[config.mk]
export PLATFORM = sky130hd
export DESIGN_NAME = tivc_top
export DESIGN_NICKNAME = d
export VERILOG_FILES = /design/src/logic/tivc_pkg.sv /design/src/logic/tivc_top.sv
export SDC_FILE = /design/constraint.sdc
export NUM_CORES = 1
export LEC_CHECK = 0
export BUFFER_PORTS_ARGS = -buffer_cell sky130_fd_sc_hd__buf_2
export CORE_UTILIZATION = 55
export DETAILED_ROUTE_END_ITERATION = 16
export MAX_ROUTING_LAYER = met4
export PLACE_DENSITY_LB_ADDON = 0.12
export SYNTH_ARGS = -nofsm -noshare
export SYNTH_HDL_FRONTEND = slang
export SYNTH_SLANG_ARGS = --single-unit
[constraint.sdc]
create_clock -name clk -period 5.64 [get_ports clk]
set_input_delay 1.128 -clock clk [delete_from_list [all_inputs] [get_ports clk]]
set_output_delay 1.128 -clock clk [all_outputs]
set_load 0.03 [all_outputs]
[src/logic/tivc_pkg.sv]
package tivc_pkg;

    localparam logic [7:0]  ADDR_CTRL   = 8'hA1;
    localparam logic [7:0]  ADDR_FRAC   = 8'hA2;
    localparam logic [7:0]  ADDR_SEC    = 8'hA3;
    localparam logic [7:0]  ADDR_MIN    = 8'hA4;
    localparam logic [7:0]  ADDR_HOUR   = 8'hA5;
    localparam logic [7:0]  ADDR_LIMIT  = 8'hA6;

    localparam logic [5:0]  CTRL_RESET  = 6'h00;
    localparam logic [7:0]  LIMIT_RESET = 8'h00;
    localparam int          CTRL_BITS   = 6;

    localparam logic [6:0]  FRAC_MAX    = 7'h7F;
    localparam logic [5:0]  SEC_MAX     = 6'h3B;
    localparam logic [5:0]  MIN_MAX     = 6'h3B;
    localparam logic [4:0]  HOUR_MAX    = 5'h17;

    localparam logic [15:0] WAKE_VECTOR = 16'h0053;

    // One fraction tick is 1/128 s
    localparam longint      TICK_NS     = 64'd7812500;
    localparam longint      CLK_NS      = 64'd25;
    localparam int          TICK_CYCLES = int'(TICK_NS / CLK_NS);
    localparam int          PRESC_W     = 19;

    typedef enum logic [1:0] {
        SEL_FRACTION,
        SEL_SECONDS,
        SEL_MINUTES,
        SEL_HOURS
    } tivc_sel_t;

    // Bit order matches the control register, bits 5..0
    typedef struct packed {
        tivc_sel_t timebase_select;
        logic      single_interval;
        logic      interval_match_flag;
        logic      interval_enable;
        logic      timekeeping_enable;
    } tivc_ctrl_t;

    typedef struct packed {
        logic [7:0] addr;
        logic       wr;
        logic [7:0] wdata;
    } tivc_sfr_req_t;

    typedef struct packed {
        logic [6:0] fraction_tick_count;
        logic [5:0] one_hz_count;
        logic [5:0] minutes;
        logic [4:0] hours;
    } tivc_time_t;

endpackage

[src/logic/tivc_top.sv]
`timescale 1ns/100ps
module tivc_top #(
    parameter int TICK_CYCLES = tivc_pkg::TICK_CYCLES
) (
    input  wire logic                    clk,
    input  wire logic                    nrst,
    input  wire tivc_pkg::tivc_sfr_req_t sfr_req,
    output logic [7:0]                   sfr_rdata,
    input  wire logic                    int_enable,
    input  wire logic                    power_down,
    output logic                         irq,
    output logic                         wake,
    output logic [15:0]                  wake_vector
);
    import tivc_pkg::*;

    localparam logic [PRESC_W-1:0] TICK_LAST = PRESC_W'(TICK_CYCLES - 1);

    tivc_ctrl_t         ctrl_reg;
    tivc_ctrl_t         ctrl_next;
    tivc_time_t         time_reg;
    tivc_time_t         time_next;
    logic [PRESC_W-1:0] presc_reg;
    logic [PRESC_W-1:0] presc_next;
    logic [7:0]         long_period_counter_reg;
    logic [7:0]         long_period_counter_next;
    logic [7:0]         interval_limit_reg;
    logic [7:0]         interval_limit_next;
    logic [7:0]         rdata_reg;
    logic [7:0]         rdata_next;

    logic               wr_ctrl;
    logic               tk_off;
    logic               tick;
    logic               frac_ovf;
    logic               sec_ovf;
    logic               min_ovf;
    logic               sel_roll;
    logic [7:0]         count_inc;
    logic               timeout;

    assign wr_ctrl = sfr_req.wr && (sfr_req.addr == ADDR_CTRL);
    // Falling edge of timekeeping enable, caused by a control write
    assign tk_off  = wr_ctrl && ctrl_reg.timekeeping_enable && !sfr_req.wdata[0];

    // Prescaler runs only with timekeeping on, so ticks stop with it
    assign tick     = ctrl_reg.timekeeping_enable && (presc_reg == TICK_LAST);
    assign frac_ovf = tick && (time_reg.fraction_tick_count == FRAC_MAX);
    assign sec_ovf  = frac_ovf && (time_reg.one_hz_count == SEC_MAX);
    assign min_ovf  = sec_ovf && (time_reg.minutes == MIN_MAX);

    always_comb begin
        presc_next = presc_reg;
        time_next  = time_reg;
        if (ctrl_reg.timekeeping_enable) begin
            presc_next = tick ? '0 : presc_reg + PRESC_W'(1);
            if (tick) begin
                time_next.fraction_tick_count = frac_ovf ? 7'h00 :
                    time_reg.fraction_tick_count + 7'h01;
            end
            if (frac_ovf) begin
                time_next.one_hz_count = sec_ovf ? 6'h00 :
                    time_reg.one_hz_count + 6'h01;
            end
            if (sec_ovf) begin
                time_next.minutes = min_ovf ? 6'h00 : time_reg.minutes + 6'h01;
            end
            if (min_ovf) begin
                time_next.hours = (time_reg.hours == HOUR_MAX) ? 5'h00 :
                    time_reg.hours + 5'h01;
            end
        end else begin
            presc_next = '0;
            // Preset of the current time is only possible while stopped
            if (sfr_req.wr) begin
                unique case (sfr_req.addr)
                    ADDR_FRAC: time_next.fraction_tick_count = sfr_req.wdata[6:0];
                    ADDR_SEC:  time_next.one_hz_count = sfr_req.wdata[5:0];
                    ADDR_MIN:  time_next.minutes = sfr_req.wdata[5:0];
                    ADDR_HOUR: time_next.hours = sfr_req.wdata[4:0];
                    default: ;
                endcase
            end
        end
        if (tk_off) begin
            presc_next = '0;
            time_next  = '0;
        end
    end

    always_ff @(posedge clk or negedge nrst) begin
        if (!nrst) begin
            presc_reg <= '0;
            time_reg  <= '0;
        end else begin
            presc_reg <= presc_next;
            time_reg  <= time_next;
        end
    end

    // Slowest choice is hours, giving up to 256 hours with a limit of zero
    always_comb begin
        unique case (ctrl_reg.timebase_select)
            SEL_FRACTION: sel_roll = tick;
            SEL_SECONDS:  sel_roll = frac_ovf;
            SEL_MINUTES:  sel_roll = sec_ovf;
            SEL_HOURS:    sel_roll = min_ovf;
        endcase
    end

    assign count_inc = long_period_counter_reg + 8'h01;
    // A limit of zero matches only when the counter wraps past 255
    assign timeout   = ctrl_reg.interval_enable && sel_roll &&
                       (count_inc == interval_limit_reg);

    always_comb begin
        long_period_counter_next = long_period_counter_reg;
        if (!ctrl_reg.interval_enable) begin
            long_period_counter_next = 8'h00;
        end else if (sel_roll) begin
            long_period_counter_next = timeout ? 8'h00 : count_inc;
        end
    end

    always_ff @(posedge clk or negedge nrst) begin
        if (!nrst) begin
            long_period_counter_reg <= 8'h00;
        end else begin
            long_period_counter_reg <= long_period_counter_next;
        end
    end

    always_comb begin
        ctrl_next = ctrl_reg;
        if (wr_ctrl) begin
            // Bits 7 and 6 are not stored
            ctrl_next = tivc_ctrl_t'(sfr_req.wdata[CTRL_BITS-1:0]);
        end
        if (timeout) begin
            // Set wins over a software clear in the same cycle
            ctrl_next.interval_match_flag = 1'b1;
            if (ctrl_reg.single_interval) begin
                ctrl_next.interval_enable = 1'b0;
            end
        end
    end

    always_ff @(posedge clk or negedge nrst) begin
        if (!nrst) begin
            ctrl_reg <= tivc_ctrl_t'(CTRL_RESET);
        end else begin
            ctrl_reg <= ctrl_next;
        end
    end

    always_comb begin
        interval_limit_next = interval_limit_reg;
        if (sfr_req.wr && (sfr_req.addr == ADDR_LIMIT)) begin
            interval_limit_next = sfr_req.wdata;
        end
    end

    always_ff @(posedge clk or negedge nrst) begin
        if (!nrst) begin
            interval_limit_reg <= LIMIT_RESET;
        end else begin
            interval_limit_reg <= interval_limit_next;
        end
    end

    always_comb begin
        unique case (sfr_req.addr)
            ADDR_CTRL:  rdata_next = {2'b00, ctrl_reg};
            ADDR_FRAC:  rdata_next = {1'b0, time_reg.fraction_tick_count};
            ADDR_SEC:   rdata_next = {2'b00, time_reg.one_hz_count};
            ADDR_MIN:   rdata_next = {2'b00, time_reg.minutes};
            ADDR_HOUR:  rdata_next = {3'b000, time_reg.hours};
            ADDR_LIMIT: rdata_next = interval_limit_reg;
            default:    rdata_next = 8'h00;
        endcase
    end

    always_ff @(posedge clk or negedge nrst) begin
        if (!nrst) begin
            rdata_reg <= 8'h00;
        end else begin
            rdata_reg <= rdata_next;
        end
    end

    assign sfr_rdata   = rdata_reg;
    assign irq         = ctrl_reg.interval_match_flag && int_enable;
    // Flag is level, so a wake request holds until software clears it or int_enable or power_down drops
    assign wake        = irq && power_down;
    assign wake_vector = WAKE_VECTOR;
endmodule // tivc_top

Word level (Yosys, flattened, before mapping)
Cells that the tools add are included.
Widths: inputs -> output; s select.
{ "op_classes": {"muxes": 26, "n_eq_ne": 20, "reduce_logical": 24, "addsub": 6} }
{ "op_table": {"columns": ["cell", "count"], "rows": [
  ["$mux 24", 3],
  ["$mux 19", 3],
  ["$eq 8x8->1 const B", 6],
  ["$pmux 8 s6", 1],
  ["$mux 6", 6],
  ["$mux 8", 3],
  ["$mux 7", 3],
  ["$add 19x1->19 const B", 1],
  ["$eq 19x19->1 const B", 1],
  ["$mux 5", 3],
  ["$reduce_bool 3->1", 5],
  ["$add 6x1->6 const B", 2],
  ["$eq 6x6->1 const B", 2],
  ["$logic_and 1x1->1", 12],
  ["$ne 3x1->1 const B", 4],
  ["$reduce_and 3->1", 4],
  ["$add 8x1->8 const B", 1],
  ["$eq 8x8->1", 1],
  ["$add 7x1->7 const B", 1],
  ["$eq 7x7->1 const B", 1],
  ["$add 5x1->5 const B", 1],
  ["$eq 5x5->1 const B", 1],
  ["$eq 2x2->1 const B", 2],
  ["$pmux 1 s4", 1],
  ["8 further kinds", 8]
]} }
{ "word_totals": {"output_inout_bits": 26, "register_bits": 73, "elab_cells": 89} }

Longest topological paths before layout
Gate-level depths: netlist of run 1.
{ "depth": {"ltp_word": 11, "ltp_mapped": 8} }

Least setup slack after synthesis of run 1
OpenSTA, ideal clock, no wires.
{ "synth_path": {"path_kind": "input to register", "from": "in sfr_req[15] (netlist name)", "to": "reg time_reg[16] (netlist name)", "slack_ns": 3.026, "cell_stages": 7, "arrival_ns": 2.484, "t_required_ns": 5.510, "path_cell_list": "and4bb_2 -> nand2_1 -> o21ai_1 -> clkbuf_1 -> nor2_1 -> a32oi_1 -> o21ai_0"} }
{ "synth_via": {"elab_chain_len": 6} }
{ "synth_rtl": {"columns": ["element", "line_no", "text"], "rows": [
  ["start, declared", "tivc_top.sv:7", "input wire tivc_pkg::tivc_sfr_req_t sfr_req,"],
  ["$eq 8x8->1", "tivc_top.sv:42", "assign wr_ctrl = sfr_req.wr && (sfr_req.addr == ADDR_CTRL);"],
  ["$logic_and 1x1->1", "tivc_top.sv:42", null],
  ["$logic_and 1x1->1 (2 in series)", "tivc_top.sv:44", "assign tk_off = wr_ctrl && ctrl_reg.timekeeping_enable && !sfr_req.wdata[0];"],
  ["$ne 3x1->1 (no source line) or $reduce_bool 3->1 (tied branches)", null, null],
  ["$reduce_and 3->1 (no source line)", null, null],
  ["end signal, assigned", "tivc_top.sv:97", "time_reg <= time_next;"],
  ["end, declared", "tivc_top.sv:21", "tivc_time_t time_reg;"]
]} }
Parallel ways exist; a longest one is shown, timed or not.
A chain may end at the register's enable or synchronous reset.

Worst setup path after layout of run 1
{ "layout_path": {"from": "reg ctrl_reg[0] (netlist name)", "to": "reg time_reg[21] (netlist name)"} }
{ "layout_via": {"elab_chain_len": 6} }
{ "layout_rtl": {"columns": ["element", "line_no", "text"], "rows": [
  ["start, declared", "tivc_top.sv:19", "tivc_ctrl_t ctrl_reg;"],
  ["start signal, assigned", "tivc_top.sv:150", "ctrl_reg <= tivc_ctrl_t'(CTRL_RESET);"],
  ["start signal, assigned", "tivc_top.sv:152", "ctrl_reg <= ctrl_next;"],
  ["$logic_and 1x1->1", "tivc_top.sv:47", "assign tick = ctrl_reg.timekeeping_enable && (presc_reg == TICK_LAST);"],
  ["$logic_and 1x1->1", "tivc_top.sv:48", "assign frac_ovf = tick && (time_reg.fraction_tick_count == FRAC_MAX);"],
  ["$mux 7", "tivc_top.sv:58", "time_next.fraction_tick_count = frac_ovf ? 7'h00 :"],
  ["$mux 7", "tivc_top.sv:57", "if (tick) begin"],
  ["$mux 24", "tivc_top.sv:55", "if (ctrl_reg.timekeeping_enable) begin"],
  ["$mux 24", "tivc_top.sv:85", "if (tk_off) begin"]
]} }
Parallel ways exist; a longest one is shown, timed or not. The select of a mux whose other input is x is not followed.

==> impl_metrics.csv, run 1 <==
group,metric,value,unit
layout,largest_register_ff_count,24,
synthesis,ys_warn_count,0,
sta,fmax,306,MHz
synthesis,ys_ff_latch,73,
synthesis,synth_top_cell_by_area,"dfrtp_1",
layout,final-seq-area,1830,sq um
layout,multi_input_area,2460,sq um
worst_setup_path,critical_path.max_stage_delay,0.92,ns
placement,gp_congestion,1.00,
synthesis,synth-main-ff-cell,"dfrtp_1",
worst_setup_path,crit_chain,"clkinv_1 > a41oi_2 > o21ai_2 > o21a_1 > a221oi_1",
synthesis,synth_area_leaders,"dfrtp_1, nor2_1, mux2_2",
worst_setup_path,cp_slowest_cell,"dfrtp_1",
routing,viasPerCell,6.23,
job,max-cap-violations,0,
global_routing,grt_pass1_vias,3625,
routing,drt_iter0_markers,234,
floorplanning,start_util,0.575,
placement,hpwl,8130,um
synthesis,synthDistinctLibCells,65,
floorplanning,ios,47,
routing,wire_per_inst,18.3,um
worst_setup_path,critPathCaptureType,"flip-flop",
worst_setup_path,crit_arrival,3.51,ns
clock_tree,clockBufferDepth,2,
floorplanning,design.core.area,7810,sq um
worst_setup_path,critical_path_class,"flip-flop to flip-flop",
synthesis,syn_inst,487,
clock_tree,cts_tree,"done",
routing,routed_wl,11200,um
floorplanning,rows,32,
routing,drc,0,
global_routing,track_usage,0.288,
sta,period_needed,3.27,ns
routing,drt_pass1_iterations,4,
layout,nNetsFinal,534,
placement,io_buffers,30,
power,p_per_area,313,nW/um^2
clock_tree,root_buffer,"clkbuf_8",
min_path,hold_path_class,"flip-flop to flip-flop",
floorplanning,die_area,8530,sq um
synthesis,yosysMostFrequentCell,"dfrtp_1",
synthesis,netlist_top_cells_count,"dfrtp_1, nor2_1, nand2_1",
synthesis,synth.avg_cell_area,9.22,sq um
floorplanning,die_y,92.3,um
worst_setup_path,crit_required,5.88,ns
clock_tree,cts_buffers,9,
sta,slew_headroom,0.295,
layout,synthToLayoutAreaGrowth,7.69,%
power,ir_drop,0.000183,V
layout,drive_above_1_share,0.154,
clock_tree,clkSlewWorstSetupHoldPaths,0.07,ns
sta,rsz0062_at_grt,"no",
global_routing,grt_overflow,0,
sta,finalSetupTns,0,ns
clock_tree,cts_setup_buffers,0,
sta,tightest_slew,1.05,ns
sta,worst_slack,2.37,ns
layout,nFillCells,677,
synthesis,yosys.area.top_type_share,0.407,
floorplanning,die_w,92.3,um
worst_setup_path,cp_top_family,"compound AO/OA/AOI/OAI gates",
worst_setup_path,worst-path-buf-inv,1,
sta,hold_viol,0,
clock_tree,cts.sinks,73,
global_routing,grt_pass1_wl,18300,um
clock_tree,htreeDepth,3,
synthesis,seq_area_frac_synth,0.407,
sta,final.setup_skew,0.0175,ns
synthesis,synth_edf_count,0,
worst_setup_path,startpoint_type,"flip-flop",
sta,finalSetupViolations,0,
worst_setup_path,crit_fanout,27,
global_routing,antenna_found_initial,0,
placement,post-place-ws,2.06,ns
run_status,outcome,"completed",
clock_tree,insertion_delay,0.36,ns
sta,fin_crit_sh,0.580,
synthesis,netlist_area,4490,sq um
global_routing,grt_max_degree,38,
clock_tree,cts_resized,0,
clock_tree,cts_hold_buffers,0,
power,leakagePower,0.00215,uW
routing,ant_nets,0,
sta,maxSlewViolCount,0,
synthesis,synthArstFlopShare,1.00,
layout,antennaDiodeCount,0,
routing,vias,3824,
-- worst register-to-register path, delay by kind of cell (launching register included) --
| family | cells | cell delay [ns] |
|---|---|---|
| buffers and inverters | 1 | 0.61 |
| DFF | 1 | 0.92 |
| AOI/OAI and AO/OA | 4 | 1.63 |
-- power breakdown --
part | total [uW] | internal, uW | leakage (uW) | switching, uW
logic | 329 | 147 | 0.00108 | 182
registers | 731 | 602 | 0.000969 | 129
clock network | 456 | 249 | 0.000106 | 207
total | 1520 | 998 | 0.00215 | 518
-- cells in the final DEF (no fill, tap or decap), drive strengths merged, types with 13 or more instances in the layout --
master	synthesis	layout
a21oi	21	21
and3	13	13
buf	24	31
conb	2	16
dfrtp	73	73
mux2	16	16
nand2	37	37
nand3	28	28
nand4	13	13
nor2	49	49
o21ai	31	31
xor2	18	18
-- cells by family (layout without fill, tap and decap cells) --
| group | count (synthesis) | in the layout | share of synthesized area |
|---|---|---|---|
| AO/OA/AOI/OAI | 116 | 116 | 0.174 |
| XOR/XNOR | 25 | 25 | 0.0488 |
| adder cells (fa/ha/maj) | 6 | 6 | 0.0167 |
| buffers and inverters | 47 | 58 | 0.0560 |
| flip-flops | 73 | 73 | 0.407 |
| multiplexers | 25 | 25 | 0.0602 |
| other | 2 | 16 | 0.00167 |
| AND/OR/NAND/NOR | 193 | 193 | 0.236 |
-- routing by layer --
metal | wire, um | track usage | share of wire | up-vias
li1 | - | - | - | 1802
met1 | 4990 | 0.391 | 0.44 | 1828
met2 | 5150 | 0.428 | 0.46 | 169
met3 | 801 | 0.0624 | 0.071 | 25
met4 | 272 | 0.103 | 0.024 | 0
met5 | 0 | - | 0 | -
-- layout make-up --
class | count | share of cell area
Clock buffer | 9 | 0.0256
Sequential cell | 73 | 0.378
Timing Repair Buffer | 31 | 0.0326
Tap cell | 102 | 0.0264
Inverter | 11 | 0.00854
Clock inverter | 7 | 0.0194
Multi-Input combinational cell | 381 | 0.510
-- through the flow --
stage                     cell area (sq um)  utilization  cells  total power (uW)  hold WS, ns
after floorplan                        4540            -    501               965        0.438
after global placement                 4620        0.591    598              1050        0.483
after detailed placement               4620        0.591    598              1060        0.476
after CTS                              4830        0.619    614              1510        0.494
after global routing                   4830        0.619    614              1610        0.509
final                                  4830        0.619    614              1520        0.502
-- path summary, 6_finish.rpt --
path                       slack (ns)                     from                                     end  cells after the start
setup reg to reg                 2.37  ctrl_reg[0]$_DFFE_PN0P_                time_reg[21]$_DFFE_PN0P_                      5
setup / recovery                 2.37  ctrl_reg[0]$_DFFE_PN0P_                time_reg[21]$_DFFE_PN0P_                      5
hold / removal                   0.50  ctrl_reg[3]$_DFFE_PN0P_                   ctrl_reg[1]$_DFF_PN0_                      1
hold reg to reg                  0.50  ctrl_reg[3]$_DFFE_PN0P_                   ctrl_reg[1]$_DFF_PN0_                      1
min in group asynchronous        0.86                     nrst  long_period_counter_reg[2]$_DFFE_PN0P_                      1
max in group asynchronous        3.76                     nrst                time_reg[20]$_DFFE_PN0P_                      2
(Power assumes the default switching activity.)
==> inputs of run 2 (changes only) <==
- clock period: 5.64 -> 3.1 ns (I/O delays scaled with it)
==> impl_metrics.csv, run 2 (synthesis results as in run 1) <==
group,metric,value,unit
worst_setup_path,crit_fanout,12,
sta,tightest_slew,0.793,ns
sta,finalSetupViolations,0,
clock_tree,cts.sinks,73,
layout,drive_above_1_share,0.175,
floorplanning,die_w,92.3,um
routing,wl_met3,920,um
worst_setup_path,critical_path_class,"flip-flop to flip-flop",
sta,finalSetupTns,0,ns
layout,nNetsFinal,547,
worst_setup_path,r2r_start,"time_reg[17]$_DFFE_PN0P_",
clock_tree,insertion_delay,0.37,ns
power,power_frac_seq,0.472,
sta,period_needed,2.58,ns
clock_tree,cts_hold_buffers,0,
run_status,outcome,"completed",
sta,final.setup_skew,0.0138,ns
global_routing,grt_pass1_wl,18500,um
routing,ant_nets,0,
placement,dpl-instance-area,4730,sq um
routing,routed_wl,11300,um
floorplanning,die_area,8530,sq um
routing,drt_iter0_markers,364,
layout,post-route-util,0.633,
clock_tree,cts_buffers,9,
power,p_clk_frac,0.303,
worst_setup_path,crit_arrival,2.83,ns
power,leakagePower,0.00222,uW
job,max-cap-violations,0,
layout,antennaDiodeCount,0,
clock_tree,clockBufferDepth,2,
routing,drc,0,
min_path,hold_path_class,"primary input to asynchronous set/reset pin",
floorplanning,start_util,0.575,
routing,drt-met1-wl,4960,um
global_routing,track_usage,0.292,
power,ir_drop,0.000303,V
routing,wire_per_inst,18.0,um
worst_setup_path,critical_path.max_stage_delay,0.65,ns
clock_tree,root_buffer,"clkbuf_8",
routing,drt_pass1_iterations,5,
worst_setup_path,ff2ff_path_depth,7,
layout,largest_register_ff_count,24,
placement,gp_congestion,0.944,
worst_setup_path,critPathCaptureType,"flip-flop",
floorplanning,ios,47,
sta,fin_crit_sh,0.831,
layout,synthToLayoutAreaGrowth,10.2,%
sta,fmax,388,MHz
power,switchingPower,960,uW
global_routing,antenna_found_initial,0,
routing,top_layer_used,"met4",
global_routing,grt_pass1_vias,3663,
routing,vias,3935,
floorplanning,rows,32,
layout,final_area,4950,sq um
sta,rsz0062_at_grt,"no",
global_routing,grt_overflow,0,
worst_setup_path,crit_required,3.35,ns
worst_setup_path,startpoint_type,"flip-flop",
sta,hold_viol,0,
layout,layout_commonest_cell,"dfrtp_1",
power,internal_power,1830,uW
clock_tree,clkSlewWorstSetupHoldPaths,0.08,ns
floorplanning,design.core.area,7810,sq um
layout,layout_common_cells,"dfrtp_1, nor2_1, nand2_1, buf_2",
sta,maxSlewViolCount,0,
global_routing,grt_max_degree,42,
worst_setup_path,crit_chain,"ha_1 > and3_1 > and4_1 > nand3_1 > a21oi_1 > o21ai_0 > a32o_1",
placement,hpwl,8350,um
routing,viasPerCell,6.28,
clock_tree,htreeDepth,3,
clock_tree,cts_setup_buffers,0,
power,switching_share,0.344,
clock_tree,cts_tree,"done",
worst_setup_path,rrSetupSlack,0.52,ns
sta,slew_headroom,0.471,
clock_tree,cts_resized,0,
worst_setup_path,cp_slowest_cell,"a21oi_1",
floorplanning,die_y,92.3,um
routing,wl_met2,5170,um
power,combPwrFrac,0.225,
power,p_per_area,564,nW/um^2
placement,io_buffers,30,
worst_setup_path,r2r_end,"time_reg[13]$_DFFE_PN0P_",
==> run 2: changes by cell type in the layout (fill, tap and decap cells not counted), sizes merged <==
cell,before,now
inv,11,10
clkinvlp,2,1
buf,31,44
clkinv,3,5
==> run 2: area by class of cell <==
cell class / instances / area (sq um)
Clock buffer: 9 / 124
Clock inverter: 7 / 95.1
Fill cell: 684 / 2860
Inverter: 11 / 41.3
Multi-Input combinational cell: 381 / 2460
Sequential cell: 73 / 1830
Tap cell: 102 / 128
Timing Repair Buffer: 44 / 268
==> run 2: critical path, delay by kind of cell, from the launching register on <==
kind                     cells  cell delay [ns]
AO/OA/AOI/OAI                3             1.09
adder cells (fa/ha/maj)      1             0.25
flip-flops                   1             0.47
AND/OR/NAND/NOR              3             0.66
==> run 2: worst max path at each step <==
stage,startpoint,depth (start not counted),slack (ns),endpoint
floorplan,sfr_req[15],7,0.99,time_reg[16]$_DFFE_PN0P_
global placement,sfr_req[11],6,0.42,time_reg[13]$_DFFE_PN0P_
detailed placement,sfr_req[11],6,0.39,time_reg[13]$_DFFE_PN0P_
CTS,time_reg[17]$_DFFE_PN0P_,7,0.56,time_reg[13]$_DFFE_PN0P_
global route,time_reg[17]$_DFFE_PN0P_,7,0.26,time_reg[13]$_DFFE_PN0P_
finish,time_reg[17]$_DFFE_PN0P_,7,0.52,time_reg[13]$_DFFE_PN0P_
==> run 2: power by group through the flow <==
stage | Sequential (uW) | Clock (uW) | Combinational, uW
2_1_floorplan | 1250 | 0 | 510
3_3_place_gp | 1320 | 0 | 598
3_5_place_dp | 1330 | 0 | 619
4_1_cts | 1310 | 858 | 622
5_1_grt | 1340 | 895 | 706
6_report | 1320 | 846 | 628
==> run 2: routing by layer <==
layer,global-route usage,up-vias
met2,0.438,190
met5,-,-
li1,-,1839
met1,0.396,1882
met4,0.0951,0
met3,0.0608,24
==> run 2: through the flow <==
step | power (uW) | hold slack [ns] | setup WS, ns | instances
after floorplan | 1760 | 0.324 | 0.994 | 501
after global placement | 1920 | 0.487 | 0.420 | 611
after detailed placement | 1940 | 0.481 | 0.391 | 611
after CTS | 2790 | 0.344 | 0.558 | 627
after global routing | 2940 | 0.383 | 0.262 | 627
final | 2790 | 0.332 | 0.525 | 627
==> inputs of run 3 (changes only) <==
- ABC_AREA: default -> 1
- clock period: 3.1 -> 2.4 ns (I/O delays scaled with it)
==> impl_metrics.csv, run 3 <==
group,metric,value,unit
run_status,outcome,"completed",
placement,dpl-instance-area,4670,sq um
clock_tree,htreeDepth,3,
layout,nFillCells,710,
sta,fmax,461,MHz
synthesis,syn_inst,615,
synthesis,seq_area_frac_synth,0.409,
clock_tree,cts_hold_buffers,0,
worst_setup_path,crit_required,2.71,ns
routing,vias,4074,
routing,drc,0,
placement,hpwl,8170,um
clock_tree,cts.sinks,73,
sta,final.setup_skew,0.00848,ns
global_routing,grt_pass1_vias,3743,
routing,wire_per_inst,14.2,um
layout,synthToLayoutAreaGrowth,9.22,%
routing,viasPerCell,5.37,
synthesis,synth.avg_cell_area,7.26,sq um
worst_setup_path,rrSetupSlack,0.23,ns
floorplanning,rows,32,
power,combPwrFrac,0.198,
synthesis,synth_edf_count,0,
power,leakagePower,0.00240,uW
clock_tree,cts_resized,0,
layout,nNetsFinal,679,
power,ir_drop,0.000368,V
sta,hold_viol,0,
clock_tree,cts_tree,"done",
synthesis,yosys.area.top_type_share,0.409,
floorplanning,start_util,0.572,
power,p_total,3310,uW
layout,largest_register_ff_count,24,
global_routing,grt_pass1_wl,17600,um
clock_tree,cts_buffers,9,
power,switching_share,0.346,
global_routing,track_usage,0.277,
clock_tree,cts_setup_buffers,0,
layout,final_area,4880,sq um
power,p_per_area,679,nW/um^2
sta,slew_headroom,0.637,
floorplanning,die_area,8480,sq um
job,max-cap-violations,0,
synthesis,ys_warn_count,0,
sta,period_needed,2.17,ns
clock_tree,clkSlewWorstSetupHoldPaths,0.08,ns
clock_tree,clockBufferDepth,2,
placement,gp_congestion,0.988,
global_routing,grt_max_degree,41,
routing,routed_wl,10800,um
routing,drt_pass1_iterations,5,
clock_tree,insertion_delay,0.36,ns
min_path,hold_path_class,"primary input to asynchronous set/reset pin",
routing,drt_iter0_markers,289,
synthesis,synth_area_leaders,"dfrtp_1, nand2_1, inv_1",
power,p_clk_frac,0.305,
synthesis,yosysMostFrequentCell,"nand2_1",
power,power_frac_seq,0.497,
power,switchingPower,1150,uW
global_routing,antenna_found_initial,0,
worst_setup_path,critical_path_class,"flip-flop to flip-flop",
sta,maxSlewViolCount,0,
sta,finalSetupViolations,0,
power,internal_power,2160,uW
floorplanning,design.core.area,7810,sq um
floorplanning,die_y,92.1,um
placement,io_buffers,30,
synthesis,synthArstFlopShare,1.00,
routing,ant_nets,0,
sta,finalSetupTns,0,ns
synthesis,netlist_area,4460,sq um
layout,drive_above_1_share,0.117,
worst_setup_path,crit_arrival,2.48,ns
worst_setup_path,crit_fanout,12,
layout,layout_common_cells,"nand2_1, inv_1, dfrtp_1, nor2_1, o21ai_0",
layout,layout_commonest_cell,"nand2_1",
layout,antennaDiodeCount,0,
synthesis,synth_top_cell_by_area,"dfrtp_1",
global_routing,grt_overflow,0,
synthesis,ys_ff_latch,73,
sta,fin_crit_sh,0.904,
clock_tree,root_buffer,"clkbuf_8",
floorplanning,die_w,92.1,um
sta,tightest_slew,0.539,ns
floorplanning,ios,47,
synthesis,netlist_top_cells_count,"nand2_1, inv_1, dfrtp_1",
synthesis,synth-main-ff-cell,"dfrtp_1",
sta,rsz0062_at_grt,"no",
worst_setup_path,startpoint_type,"flip-flop",
worst_setup_path,critPathCaptureType,"flip-flop",
synthesis,synthDistinctLibCells,40,
==> run 3: changes by cell type after synthesis, moves of 13 or more <==
cell | before | now
and3_1 | 13 | 0
inv_1 | 10 | 74
mux2_2 | 16 | 0
nand2_1 | 37 | 175
nand3_1 | 27 | 40
o21ai_0 | 27 | 47
==> run 3: worst paths after layout <==
check	startpoint	end	cells after the start
worst max-delay path	time_reg[17]$_DFFE_PN0P_	time_reg[14]$_DFFE_PN0P_	9
worst min-delay path	nrst	long_period_counter_reg[7]$_DFFE_PN0P_	1
worst max register to register	time_reg[17]$_DFFE_PN0P_	time_reg[14]$_DFFE_PN0P_	9
worst min register to register	presc_reg[0]$_DFF_PN0_	presc_reg[0]$_DFF_PN0_	1
max in group asynchronous	nrst	presc_reg[6]$_DFF_PN0_	2
min in group clk	sfr_req[7]	interval_limit_reg[7]$_DFFE_PN0P_	3
==> run 3: power groups by stage <==
stage	Combinational, uW	Clock (uW)	Sequential (uW)
5_1_grt	743	1070	1660
2_1_floorplan	510	0	1590
4_1_cts	651	1020	1630
6_report	654	1010	1640
3_5_place_dp	646	0	1650
3_3_place_gp	632	0	1650
==> run 3: cells by family after synthesis <==
family,after synthesis,share of synthesized area
adders and majority gates,6,0.0168
xor gates and xnor gates,26,0.0510
buffers and inverters,101,0.103
AOI/OAI and AO/OA,87,0.107
and+or+nand+nor,320,0.311
other,2,0.00168
DFF,73,0.409
==> run 3: layout make-up <==
type	count	area, sq um	share of cell area
clock buffers	10	138	0.0282
well taps	102	128	0.0262
multi-input cells	455	2230	0.457
flip-flops and latches	73	1830	0.375
repair buffers	36	198	0.0405
clock inverters	6	67.6	0.0139
inverters	77	290	0.0595
==> run 3: worst max-delay path: stages (launching register included) <==
cell,delay [ns]
dfrtp_1,0.44
ha_1,0.22
nand2_1,0.08
nor2_1,0.13
nand4_1,0.20
nor3_2,0.46
o21ai_2,0.25
nor2_1,0.19
nand2_1,0.07
nand2_1,0.06
==> run 3: per-layer routing <==
layer	wire, um	track usage	vias to the layer above
met1	4860	0.368	1900
met3	798	0.0572	21
met5	0	-	-
met4	165	0.0924	0
met2	4970	0.422	152
li1	-	-	2001
==> run 3: metrics by stage <==
| step | cells | hold WS [ns] | setup WS [ns] | utilization |
|---|---|---|---|---|
| floorplan | 629 | 0.184 | 0.572 | - |
| global placement | 743 | 0.457 | 0.232 | 0.598 |
| CTS | 759 | 0.109 | 0.251 | 0.625 |
| finish | 759 | 0.0875 | 0.231 | 0.625 |
| global route | 759 | 0.120 | 0.0772 | 0.625 |
| detailed placement | 743 | 0.463 | 0.171 | 0.598 |
